### src/bfl_pkg.sv
// Constants for the buck fault and light-load controller
// Notes on behaviour
// - Default or analog setup enters hiccup after eight current-limited cycles.
// - Six consecutive trip-free cycles clear the overcurrent cycle counter.
// - Hiccup drops conversion enable and holds it low for 20 ms.
// - After each hiccup, trip state resets and conversion restarts; repeats.
// - Response: limit for 8 to 64 cycles, then latch off or hiccup.
// - Trip while duty is below one eighth adds no duty ceiling.
// - Three consecutive trip cycles lower the ceiling: half, quarter, eighth.
// - At one eighth, keep switching until count reaches maximum, then stop.
// - Four consecutive clean cycles double the ceiling back to unlimited.
// - Die temperature is reported at one degree per bit.
// - Default trip at 145 C; exceeding it drops conversion enable.
// - Auto-restart resumes only 25 C below the trip threshold.
// - Threshold and response are settable: ignore, auto-restart or latch.
// - Light-load mode enabled by command in digital mode, pin in analog.
// - After reference ramp, error-amp level is sampled before light load.
// - Enter adaptive on-time after zero crossings in eight consecutive cycles.
// - Fixed pulse, low side until zero, both off until sense reaches ref.
// - Leave light load at 95 percent or three low zero-cross events.
// - Tracking mode inhibits adaptive on-time operation.
// - Voltage change disables light load until ramp done and resampled.
// - Comparator sampled once per cycle in 75 ns after set pulse.
package bfl_pkg;
  // ****************************************************************
  // Register map and fields
  // ****************************************************************
  localparam logic [7:0] ADR_CTRL    = 8'h00;
  localparam logic [7:0] ADR_OT_LIM  = 8'h04;
  localparam logic [7:0] ADR_STATUS  = 8'h08;
  localparam logic [7:0] ADR_TEMP    = 8'h0C;
  localparam logic [7:0] ADR_CAL     = 8'h10;
  localparam int CTL_DIG    = 0;
  localparam int CTL_LLCMD  = 1;
  localparam int CTL_OCLAT  = 2;
  localparam int CTL_OCN    = 4;
  localparam int CTL_OTR    = 8;
  localparam int CTL_CLR    = 16;
  localparam logic [9:0] CTL_RST = 10'h100;
  localparam logic [1:0] OTR_IGN  = 2'h0;
  localparam logic [1:0] OTR_AUTO = 2'h1;
  localparam logic [1:0] OTR_LAT  = 2'h2;
  localparam logic [7:0] OT_DEF   = 8'h91;
  localparam logic [8:0] OT_HYST  = 9'h019;
  // ****************************************************************
  // Counts and timing
  // ****************************************************************
  localparam logic [6:0] OC_BASE  = 7'h08;
  localparam logic [2:0] OC_CLEAN = 3'h6;
  localparam logic [1:0] CC_DOWN  = 2'h3;
  localparam logic [2:0] CC_UP    = 3'h4;
  localparam logic [3:0] ZC_ENTRY = 4'h8;
  localparam logic [1:0] AOT_EXIT = 2'h3;
  localparam int CLK_HZ      = 100_000_000;
  localparam int CLK_NS      = 10;
  localparam int HICCUP_MS   = 20;
  localparam int HICCUP_CYC  = HICCUP_MS * (CLK_HZ / 1000);
  localparam int OC_WIN_NS   = 75;
  localparam logic [3:0] OC_WIN_CYC = 4'(OC_WIN_NS / CLK_NS);
  typedef enum logic [1:0] {
    ST_RUN = 2'h0, ST_HIC = 2'h1, ST_LAT = 2'h3, ST_OT = 2'h2
  } bfl_st_t;
  typedef enum logic [1:0] {
    AP_WAIT = 2'h0, AP_HI = 2'h1, AP_LO = 2'h3
  } bfl_ap_t;
endpackage

### src/bfl_ctrl.sv
// Buck fault supervision and light-load control with Wishbone slave
`timescale 1ns/10ps
module bfl_ctrl #(
  parameter int HIC_CYC = bfl_pkg::HICCUP_CYC,
  parameter int ON_CYC  = 20
) (
  input  wire logic        i_core_clk,
  input  wire logic        i_srst,
  input  wire logic        i_wb_cyc,
  input  wire logic        i_wb_stb,
  input  wire logic        i_wb_we,
  input  wire logic [7:0]  i_wb_adr,
  input  wire logic [3:0]  i_wb_sel,
  input  wire logic [31:0] i_wb_dat,
  output logic             o_wb_ack,
  output logic      [31:0] o_wb_dat,
  input  wire logic        i_set_pulse,
  input  wire logic        i_oc_cmp,
  input  wire logic        i_zero_cross,
  input  wire logic        i_vsns_below_ref,
  input  wire logic        i_vout_below_95,
  input  wire logic        i_light_load_enable_pin,
  input  wire logic        i_track_mode,
  input  wire logic        i_duty_below_eighth,
  input  wire logic [7:0]  i_temp_c,
  input  wire logic        i_ref_ramp_done,
  input  wire logic        i_vout_change,
  input  wire logic        i_cal_ack,
  input  wire logic [7:0]  i_comp_code,
  output logic             o_conv_en,
  output logic      [1:0]  o_duty_ceiling,
  output logic             o_adaptive_on_time_mode,
  output logic             o_high_side_drive,
  output logic             o_low_side_drive,
  output logic             o_cal_req,
  output logic      [7:0]  o_cal_dac_code,
  output logic             o_fault_alert_line_n
);
  // ****************************************************************
  // Parameter checks and state
  // ****************************************************************
  if (HIC_CYC < 2 || HIC_CYC > 16777215) begin : g_bad_hic
    $error("HIC_CYC out of range");
  end
  if (ON_CYC < 1 || ON_CYC > 255) begin : g_bad_on
    $error("ON_CYC out of range");
  end

  typedef struct packed {
    bfl_pkg::bfl_st_t st;
    bfl_pkg::bfl_ap_t ap;
    logic [6:0]  sync1;
    logic [6:0]  sync2;
    logic        set_prev;
    logic        zc_prev;
    logic [3:0]  win;
    logic        win_oc;
    logic [23:0] hic;
    logic [6:0]  oc_tot;
    logic [2:0]  clean;
    logic [1:0]  oc_run;
    logic [2:0]  ok_run;
    logic [1:0]  duty;
    logic        zc_seen;
    logic [3:0]  zc_run;
    logic        adaptive_on_time_mode;
    logic [1:0]  low_zc;
    logic [7:0]  on_cnt;
    logic        cal_valid;
    logic [7:0]  cal_code;
    logic        cal_req;
    logic        ramp_prev;
    logic [9:0]  ctl;
    logic [7:0]  ot_lim;
    logic        oc_flag;
    logic        ot_flag;
    logic        ack;
    logic [31:0] dat;
  } bfl_state_t;

  bfl_state_t r;
  bfl_state_t n;

  // Synchronised pin levels
  logic       s_set;
  logic       s_oc;
  logic       s_zc;
  logic       s_below;
  logic       s_uv95;
  logic       s_llpin;
  logic       s_track;
  assign {s_track, s_llpin, s_uv95, s_below, s_zc, s_oc, s_set} = r.sync2;

  logic       dig;
  logic       ll_en;
  logic [1:0] ot_resp;
  logic [7:0] ot_thr;
  logic [6:0] oc_lim;
  logic       cyc_ev;
  logic       oc_hit;
  logic       oc_set;
  logic       zc_rise;
  logic       ot_over;
  logic       ot_cool;
  logic       wb_go;
  logic       wr_ctl;
  logic       allow;

  always_comb begin
    dig     = r.ctl[bfl_pkg::CTL_DIG];
    ll_en   = dig ? r.ctl[bfl_pkg::CTL_LLCMD] : s_llpin;
    ot_resp = dig ? r.ctl[bfl_pkg::CTL_OTR +: 2] : bfl_pkg::OTR_AUTO;
    ot_thr  = dig ? r.ot_lim : bfl_pkg::OT_DEF;
    oc_lim  = dig ? {({1'b0, r.ctl[bfl_pkg::CTL_OCN +: 3]} + 4'h1), 3'h0}
                  : bfl_pkg::OC_BASE;
    cyc_ev  = (r.win == bfl_pkg::OC_WIN_CYC);
    oc_hit  = r.win_oc | s_oc;
    oc_set  = cyc_ev & oc_hit & (r.st == bfl_pkg::ST_RUN)
              & (r.oc_tot + 7'h1 >= oc_lim);
    zc_rise = s_zc & ~r.zc_prev;
    ot_over = (ot_resp != bfl_pkg::OTR_IGN) && (i_temp_c > ot_thr);
    ot_cool = ({1'b0, i_temp_c} + bfl_pkg::OT_HYST) <= {1'b0, ot_thr};
    wb_go   = i_wb_cyc & i_wb_stb & ~r.ack;
    wr_ctl  = wb_go & i_wb_we & (i_wb_adr == bfl_pkg::ADR_CTRL);
    allow   = ll_en & ~s_track & r.cal_valid & (r.st == bfl_pkg::ST_RUN);
  end

  // ****************************************************************
  // Next-state logic
  // ****************************************************************
  always_comb begin
    n = r;
    n.sync1    = {i_track_mode, i_light_load_enable_pin, i_vout_below_95,
                  i_vsns_below_ref, i_zero_cross, i_oc_cmp, i_set_pulse};
    n.sync2    = r.sync1;
    n.set_prev = s_set;
    n.zc_prev  = s_zc;
    n.cal_req  = 1'b0;
    n.ack      = wb_go;

    // Comparator window opens at the set pulse edge
    if (s_set && !r.set_prev) begin
      n.win    = 4'h1;
      n.win_oc = 1'b0;
    end else if (r.win != 4'h0 && !cyc_ev) begin
      n.win    = r.win + 4'h1;
      n.win_oc = r.win_oc | s_oc;
    end else if (cyc_ev) begin
      n.win    = 4'h0;
    end

    // Overcurrent counting once per switching cycle
    if (cyc_ev && r.st == bfl_pkg::ST_RUN) begin
      if (oc_hit) begin
        n.oc_tot = (r.oc_tot == 7'h7F) ? r.oc_tot : r.oc_tot + 7'h1;
        n.clean  = 3'h0;
        n.ok_run = 3'h0;
        n.oc_run = r.oc_run + 2'h1;
        if (r.oc_run == bfl_pkg::CC_DOWN - 2'h1) begin
          n.oc_run = 2'h0;
          if (!(r.duty == 2'h0 && i_duty_below_eighth)
              && r.duty != 2'h3) begin
            n.duty = r.duty + 2'h1;
          end
        end
        if (oc_set) begin
          n.oc_flag = 1'b1;
          n.st = (dig && r.ctl[bfl_pkg::CTL_OCLAT]) ? bfl_pkg::ST_LAT
                                                    : bfl_pkg::ST_HIC;
        end
      end else begin
        n.oc_run = 2'h0;
        n.clean  = r.clean + 3'h1;
        if (r.clean == bfl_pkg::OC_CLEAN - 3'h1) begin
          n.clean  = 3'h0;
          n.oc_tot = 7'h0;
        end
        n.ok_run = r.ok_run + 3'h1;
        if (r.ok_run == bfl_pkg::CC_UP - 3'h1) begin
          n.ok_run = 3'h0;
          if (r.duty != 2'h0) begin
            n.duty = r.duty - 2'h1;
          end
        end
      end
    end

    // Shutdown states and their exits
    case (r.st)
      bfl_pkg::ST_HIC: begin
        n.hic = r.hic + 24'h1;
        if (r.hic == 24'(HIC_CYC - 1)) begin
          n.st = bfl_pkg::ST_RUN;
        end
      end
      bfl_pkg::ST_OT: begin
        if (ot_cool || ot_resp == bfl_pkg::OTR_IGN) begin
          n.st = bfl_pkg::ST_RUN;
        end
      end
      bfl_pkg::ST_LAT: begin
        if (wr_ctl && i_wb_sel[2] && i_wb_dat[bfl_pkg::CTL_CLR]) begin
          n.st = bfl_pkg::ST_RUN;
        end
      end
      default: ;
    endcase

    // Temperature response overrides overcurrent
    if (ot_over && r.st != bfl_pkg::ST_LAT) begin
      n.ot_flag = 1'b1;
      n.st = (ot_resp == bfl_pkg::OTR_LAT) ? bfl_pkg::ST_LAT
                                           : bfl_pkg::ST_OT;
    end

    // Counters restart whenever conversion is off
    if (r.st != bfl_pkg::ST_RUN) begin
      n.oc_tot = 7'h0;
      n.clean  = 3'h0;
      n.oc_run = 2'h0;
      n.ok_run = 3'h0;
      n.duty   = 2'h0;
      n.zc_run = 4'h0;
    end
    if (r.st != bfl_pkg::ST_HIC) begin
      n.hic = 24'h0;
    end

    // Calibration of the error-amp level
    n.ramp_prev = i_ref_ramp_done;
    if (i_ref_ramp_done && !r.ramp_prev) begin
      n.cal_req = 1'b1;
    end
    if (i_cal_ack) begin
      n.cal_valid = 1'b1;
      n.cal_code  = i_comp_code;
    end
    if (i_vout_change) begin
      n.cal_valid = 1'b0;
    end

    // Light-load entry and exit
    if (zc_rise) begin
      n.zc_seen = 1'b1;
    end
    if (cyc_ev) begin
      n.zc_seen = zc_rise;
      if (!r.adaptive_on_time_mode) begin
        n.zc_run = r.zc_seen ? r.zc_run + 4'h1 : 4'h0;
        if (r.zc_seen && r.zc_run == bfl_pkg::ZC_ENTRY - 4'h1) begin
          n.adaptive_on_time_mode    = 1'b1;
          n.zc_run = 4'h0;
        end
      end
    end
    if (r.adaptive_on_time_mode) begin
      if (zc_rise) begin
        n.low_zc = s_below ? r.low_zc + 2'h1 : 2'h0;
        if (s_below && r.low_zc == bfl_pkg::AOT_EXIT - 2'h1) begin
          n.adaptive_on_time_mode = 1'b0;
        end
      end
      if (s_uv95) begin
        n.adaptive_on_time_mode = 1'b0;
      end
    end
    if (!allow) begin
      n.adaptive_on_time_mode    = 1'b0;
      n.zc_run = 4'h0;
    end
    if (!n.adaptive_on_time_mode) begin
      n.low_zc = 2'h0;
    end

    // Fixed pulse, diode emulation, wait for sense
    case (r.ap)
      bfl_pkg::AP_WAIT: begin
        if (r.adaptive_on_time_mode && s_below && s_zc) begin
          n.ap     = bfl_pkg::AP_HI;
          n.on_cnt = 8'h0;
        end
      end
      bfl_pkg::AP_HI: begin
        n.on_cnt = r.on_cnt + 8'h1;
        if (r.on_cnt == 8'(ON_CYC - 1)) begin
          n.ap = bfl_pkg::AP_LO;
        end
      end
      bfl_pkg::AP_LO: begin
        if (s_zc) begin
          n.ap = bfl_pkg::AP_WAIT;
        end
      end
      default: n.ap = bfl_pkg::AP_WAIT;
    endcase
    if (!r.adaptive_on_time_mode) begin
      n.ap = bfl_pkg::AP_WAIT;
    end

    // Register access
    n.dat = 32'h0;
    if (wb_go && i_wb_we) begin
      case (i_wb_adr)
        bfl_pkg::ADR_CTRL: begin
          if (i_wb_sel[0]) n.ctl[7:0] = i_wb_dat[7:0];
          if (i_wb_sel[1]) n.ctl[9:8] = i_wb_dat[9:8];
        end
        bfl_pkg::ADR_OT_LIM: begin
          if (i_wb_sel[0]) n.ot_lim = i_wb_dat[7:0];
        end
        bfl_pkg::ADR_STATUS: begin // Clear faults, set wins
          if (i_wb_sel[1] && i_wb_dat[8]) n.oc_flag = oc_set;
          if (i_wb_sel[1] && i_wb_dat[9]) n.ot_flag = ot_over;
        end
        default: ;
      endcase
    end else if (wb_go) begin
      case (i_wb_adr)
        bfl_pkg::ADR_CTRL:   n.dat = {22'h0, r.ctl};
        bfl_pkg::ADR_OT_LIM: n.dat = {24'h0, r.ot_lim};
        bfl_pkg::ADR_STATUS: n.dat = {4'h0, r.oc_tot, r.zc_run, 1'b0, r.ap,
                                      r.duty, r.cal_valid, r.adaptive_on_time_mode,
                                      r.ot_flag, r.oc_flag, 6'h0, r.st};
        bfl_pkg::ADR_TEMP:   n.dat = {24'h0, i_temp_c};
        bfl_pkg::ADR_CAL:    n.dat = {24'h0, r.cal_code};
        default:             n.dat = 32'h0;
      endcase
    end

    if (i_srst) begin
      n        = '0;
      n.st     = bfl_pkg::ST_RUN;
      n.ap     = bfl_pkg::AP_WAIT;
      n.ctl    = bfl_pkg::CTL_RST;
      n.ot_lim = bfl_pkg::OT_DEF;
    end
  end

  always_ff @(posedge i_core_clk) begin
    r <= n;
  end

  // ****************************************************************
  // Outputs
  // ****************************************************************
  assign o_wb_ack                = r.ack;
  assign o_wb_dat                = r.dat;
  assign o_conv_en               = (r.st == bfl_pkg::ST_RUN);
  assign o_duty_ceiling          = r.duty;
  assign o_adaptive_on_time_mode = r.adaptive_on_time_mode;
  assign o_high_side_drive       = r.adaptive_on_time_mode && r.ap == bfl_pkg::AP_HI;
  assign o_low_side_drive        = r.adaptive_on_time_mode && r.ap == bfl_pkg::AP_LO;
  assign o_cal_req               = r.cal_req;
  assign o_cal_dac_code          = r.cal_code;
  assign o_fault_alert_line_n    = ~(r.oc_flag | r.ot_flag);
endmodule

### config.mk
export PLATFORM = sky130hd
export DESIGN_NAME = bfl_ctrl
export DESIGN_NICKNAME = d
export VERILOG_FILES = /design/src/bfl_pkg.sv /design/src/bfl_ctrl.sv
export SDC_FILE = /design/constraint.sdc
export NUM_CORES = 1
export LEC_CHECK = 0
export BUFFER_PORTS_ARGS = -buffer_cell sky130_fd_sc_hd__buf_2
export CORE_MARGIN = 4
export CORE_UTILIZATION = 40
export DETAILED_ROUTE_END_ITERATION = 8
export GPL_TIMING_DRIVEN = 0
export PLACE_DENSITY = 0.62
export SLEW_MARGIN = 40
export SYNTH_ARGS = -nofsm -noshare
export SYNTH_HDL_FRONTEND = slang
export SYNTH_SLANG_ARGS = --single-unit
export TNS_END_PERCENT = 20
### constraint.sdc
create_clock -name i_core_clk -period 3.1 [get_ports i_core_clk]
set_input_delay 0.155 -clock i_core_clk [delete_from_list [all_inputs] [get_ports i_core_clk]]
set_output_delay 0.155 -clock i_core_clk [all_outputs]
set_load 0.005 [all_outputs]
== Word level (Yosys, flattened, before mapping) ==
Cells that the tools add are included.
Word-level totals
  word-level logic and storage cells: 207
  input bits: 76
  output and inout bits: 49
  flip-flop bits (word level): 146
Cells by class
  eq/ne operators: 28
  bitwise logic cells: 21
  reduce and logical (&&, ||, !) cells: 57
  $lt $le $gt $ge: 3
  muxes and demuxes: 54
  add/sub/neg operators: 13
Operator list (count)
  $pmux W28 S5: 1
  $mux W2: 20
  $add A24 B1 Y24 const B: 1
  $eq A24 B21 Y1 const B: 1
  $logic_and A1 B1 Y1: 20
  $reduce_bool A2 Y1: 9
  $mux W17: 1
  $eq A8 B4 Y1 const B: 2
  $eq A8 B5 Y1 const B: 2
  $mux W4: 4
  $mux W8: 2
  $pmux W8 S2: 1
  $mux W5: 3
  $reduce_and A3 Y1: 5
  $mux W1: 14
  $mux W7: 2
  $reduce_or A2 Y1: 7
  $eq A2 B2 Y1 const B: 6
  $ne A2 B2 Y1 const B: 6
  $pmux W2 S3: 2
  $and A1 B1 Y1: 11
  $mux W10: 1
  $add A8 B5 Y9 const B: 1
  $le A9 B8 Y1: 1
  29 further kinds: 53

== Logic depth before layout (Yosys ltp) ==
  word-level depth: 12
  gate-level depth with buffers: 11
  gate-level depth less buffers: 11

== Worst setup path before layout ==
OpenSTA, ideal clock, no wires.
  path kind: reg2reg
  from: register r, in the netlist dig
  to: register r[145] (netlist name)
  arrival: 2.128 ns
  clock period less this slack: 2.261 ns
  required time: 2.967 ns
  buffers on the path: 2
  setup slack: 0.839 ns
  library setup time: 0.133 ns
  cell stages (with the launch flop): 10
  path through: dfxtp_1 -> clkbuf_1 -> clkbuf_1 -> nand2_1 -> ha_1 -> a211o_1 -> nor4b_1 -> a211oi_1 -> o32ai_1 -> a21oi_1
On the way
  longest elaborated chain between the ends: 9
  elaborated cells between the ends (all ways): 22
  classes of those cells: order compare: 3; mux: 12; bitwise: 1; reduce/logical: 6
RTL lines
  from (decl): line bfl_ctrl.sv:81  | bfl_state_t r;
  from (signal assigned): line bfl_ctrl.sv:340  | r <= n;
  $mux W7: line bfl_ctrl.sv:114  | oc_lim = dig ? {({1'b0, r.ctl[bfl_pkg::CTL_OCN +: 3]} + 4'h1), 3'h0}
  $ge A7 B7 Y1: line bfl_ctrl.sv:119  | & (r.oc_tot + 7'h1 >= oc_lim);
  $and A1 B1 Y1: line bfl_ctrl.sv:119
  $mux W2: line bfl_ctrl.sv:166  | if (oc_set) begin
  $mux W2: line bfl_ctrl.sv:154  | if (oc_hit) begin
  $mux W2: line bfl_ctrl.sv:153  | if (cyc_ev && r.st == bfl_pkg::ST_RUN) begin
  $mux W2 (on tied branches): line bfl_ctrl.sv:202, bfl_ctrl.sv:192, bfl_ctrl.sv:197
  $pmux W2 S3: line bfl_ctrl.sv:189  | case (r.st)
  $mux W2 *: line bfl_ctrl.sv:210  | if (ot_over && r.st != bfl_pkg::ST_LAT) begin
Every way passes the cells marked *; elsewhere a longest branch is shown, timed or not.
A chain may end at the register's enable or synchronous reset.

== Worst setup path after layout ==
Same ends and word-level chain as after synthesis.

==> impl_summary.log <==
[metrics] result of the run: completed
[metrics] number of synthesized flops with an enable pin: 0
[metrics] Layout Area Growth over Synthesis: 24.0%
[metrics] post-synthesis area per instance: 8.83 sq um
[metrics] final number of hold-violating endpoints: 0
[metrics] clock period minus worst slack: approximately 2.8 ns
[metrics] power density relative to cell area: about 500 nW/um^2
[metrics] met3 usage: 4.02%
[metrics] clock latency on the worst-skew pair: ~0.42 ns
[metrics] Tot GR Track Use: about 18%
[metrics] maximum level of the CTS H-tree: 4
[metrics] async set-reset flop share out of synthesis: 0%
[metrics] post-synth cell types: 62
[metrics] vias in the first global route: ~5300
[metrics] core footprint: ~17000 sq um
[metrics] top fanout value on the critical path: 10
[metrics] startpoint of the most critical register-to-register path: dig
[metrics] worst min-delay path category: input port to flop
[metrics] wire length of the first global-routing pass: about 26000 um
[metrics] beginning of the worst hold path: i_wb_dat[2]
[metrics] highest-count cells in the layout ignoring fill and taps: 141 x dfxtp_1, 103 x nor2_1, 98 x buf_2, 50 x a21oi_1
[metrics] max_slew headroom: between 40 and 50%
[metrics] master cell of the clock root buffer: clkbuf_16
[metrics] leading area contributor after synthesis: dfxtp_1
[metrics] post-route fraction of the period consumed by the critical path: about nine tenths
[metrics] largest stage delay on the critical path: roughly 0.44 ns
[metrics] clock tree from TritonCTS: yes
[metrics] max-capacitance violation count: 0
[metrics] slowest cell on the critical path: clkbuf_1
[metrics] number of buffers added on ports: between 90 and 100
[metrics] CP startpoint kind: flop
[metrics] count of instances resized after the clock tree is built: 0
[metrics] Final Max Slew Viols: 0
[metrics] FILL cells: about 1600
[metrics] 1st-pass router iterations: 6
[metrics] Setup WS post-layout: 0.301 ns
[metrics] Congestion Overflow GR: 0
[metrics] Top Usage Layer GRT: met2
[metrics] detailed-route wire length: approximately 16000 um
[metrics] clock buffer depth: 2
[metrics] static power due to leakage: 0.00352 uW
[metrics] clock transition at the registers of the reported paths: 0.06 ns
[metrics] slew at the pin with the worst max-slew slack: between 0.7 and 0.8 ns
[metrics] Placement Rows: 47
[metrics] critical path, cell by cell: clkbuf_1, clkbuf_1, nand2_1, ha_1, a211o_1, nor4b_1, a211oi_1, o32ai_1, a21oi_1
[metrics] library cell appearing most often on the critical path: clkbuf_1
[metrics] clk sink count: 141
[metrics] warning count from the yosys run: 0
[metrics] Final setup violation count: 0
[metrics] post-DR vias/cell: 5.02
[metrics] post-synthesis instance area: roughly 6700 sq um
[metrics] initial cell density of the core: 40.8%
[metrics] Worst Setup Slack post-DPL: 0.338 ns
[metrics] Die W: 138 um
[metrics] unrepaired setup endpoints after global routing: no
[metrics] largest net degree at the start of global routing: 17
[metrics] DP HPWL: roughly 12000 um
[metrics] fraction of synthesized cell area taken by the top area cell type: a little over two fifths
[metrics] setup TNS after final layout: 0 ns
[metrics] global routing met2 resource utilization: 28.5%
[metrics] leading post-synthesis cells by cell area: dfxtp_1 42%, ha_1 6.1%, nor2_1 5.7%, buf_4 4.7%, a21oi_1 3.7%
[metrics] CTS Buf Count: 17
[metrics] drt wl/cell: around 14 um
[metrics] global-route track usage on met1: 23.4%
[metrics] Top FF cell, synth: dfxtp_1
[metrics] die outline area: roughly 19000 sq um
[metrics] worst endpoint data arrival time: between 3 and 4 ns
[metrics] number of register bits inferred by synthesis: about 140
[metrics] Mapped Cells: ~760
[metrics] WS Path Type: flop to flop
[metrics] register area share after synthesis: between 40% and 50%
[metrics] final cell utilization of the core: between 50% and 60%
[metrics] worst IR drop on VDD: 0.424 mV
[metrics] Critical Path End Type: flop
[metrics] most common library cell in the layout ignoring fill and taps: dfxtp_1
[metrics] remaining antenna violation count after routing: 0
[metrics] die extent in y: 138 um
[metrics] Routability Congestion: 0.825
[metrics] Critical Path RT: 3.38 ns
[metrics] highest clock frequency the design can meet: roughly 0.36 GHz
[metrics] fraction of final layout cells with drive strength greater than 1: between 20% and 30%
[metrics] via count: approximately 5700
[metrics] clk_skew: approximately 0.0080 ns
[metrics] remaining design rule violation count: 0
[metrics] antenna fix cells: 0
[metrics] Worst Setup SP: dig
[metrics] number of DRC violations after detailed-routing iteration 0: 370
[metrics] count of nets after finishing: ~1000
[metrics] number of top-level design ports: 125
[metrics] number of antenna violations at the first check in global routing: 0
==> power breakdown <==
part / leakage [uW] / total, uW / switching, uW / internal [uW]
logic: 0.00209 / 327 / 175 / 151
registers: 0.00114 / 1870 / 23.6 / 1850
clock network: 0.000289 / 2050 / 839 / 1210
==> synth_stat cells, types with 3 or more instances <==
cell and count:
a222oi_1 8, and3_1 29, nor2b_1 29, nand2b_1 5, or3_1 8, inv_1 16, nor4_1 5, and4_1 3
xor2_1 20, nor3_1 17, nand4b_1 4, nand3_1 30, nor4b_1 6, nand2_1 42, buf_4 42, buf_1 3
nor3b_1 5, dfxtp_1 141, a31oi_1 4, and2_1 3, xnor2_1 14, nand4_1 13, clkbuf_1 26, ha_1 33
nand3b_1 7, a22oi_1 5, o21ai_0 17, nor2_1 103, mux2i_1 22, mux2_2 3, a22o_1 3, a211oi_1 4
or2_2 5, a21oi_1 50, a211o_1 5
==> kinds of logic after synthesis <==
logic type | after synthesis | synth area share [%]
xor gates and xnor gates | 34 | 4.42
AOI/OAI and AO/OA | 114 | 10.8
and+or+nand+nor | 324 | 25.1
buffers and inverters | 91 | 7.80
adders and majority gates | 33 | 6.13
DFF | 141 | 41.9
muxes | 25 | 3.77
other | 1 | 0.0556
==> registers in the layout (all words and copies together), names as in the netlist <==
register,flops
r,100
o_wb_dat,27
o_cal_dac_code,8
o_duty_ceiling,2
dig,1
o_adaptive_on_time_mode,1
o_cal_req,1
o_wb_ack,1
==> layout make-up <==
type / instances / area (sq um) / share of cell area (%)
tap: 220 / 275 / 3.29
clock inverter: 15 / 174 / 2.08
buffer: 75 / 465 / 5.57
multi-input combinational: 535 / 3410 / 40.8
sequential: 141 / 2820 / 33.8
clock buffer: 17 / 425 / 5.09
timing repair buffer: 120 / 721 / 8.63
inverter: 16 / 60.1 / 0.719
==> layer usage <==
metal	vias up	share of wire, %
li1	2943	-
met1	2635	48
met2	117	46
met3	22	3.9
met4	0	2.0
met5	-	0
==> per-stage QoR <==
step / power (uW) / instance area, sq um / instances / hold WS [ns]
after floorplan: 2100 / 6760 / 767 / 0.232
after global placement: 2210 / 7510 / 1083 / 0.317
after detailed placement: 2210 / 7520 / 1083 / 0.330
after CTS: 4290 / 8360 / 1139 / 0.00737
after global routing: 4420 / 8360 / 1139 / 0.0229
final: 4250 / 8360 / 1139 / 0.0214
==> path summary, 6_finish.rpt <==
| path | to | slack [ns] | depth (start not counted) |
|---|---|---|---|
| worst min-delay path | r[37] | 0.02 | 3 |
| worst min register to register | o_cal_req | 0.39 | 1 |
| worst max register to register | r[145] | 0.30 | 9 |
| worst max-delay path | r[145] | 0.30 | 9 |
==> critical path: cells and delay by family (launching register included) <==
kind | cells | cell delay [ns]
flip-flops | 1 | 0.30
adder cells (fa/ha/maj) | 1 | 0.33
buffers and inverters | 2 | 0.74
AO/OA/AOI/OAI | 4 | 0.85
AND/OR/NAND/NOR | 2 | 0.42
==> timing repair <==
action | in CTS | in global routing
buffers inserted | 0 | 0
hold buffers | 24 | 0
hold endpoints to repair | 30 | 0
Note: power is estimated with default switching activity, not from simulation.
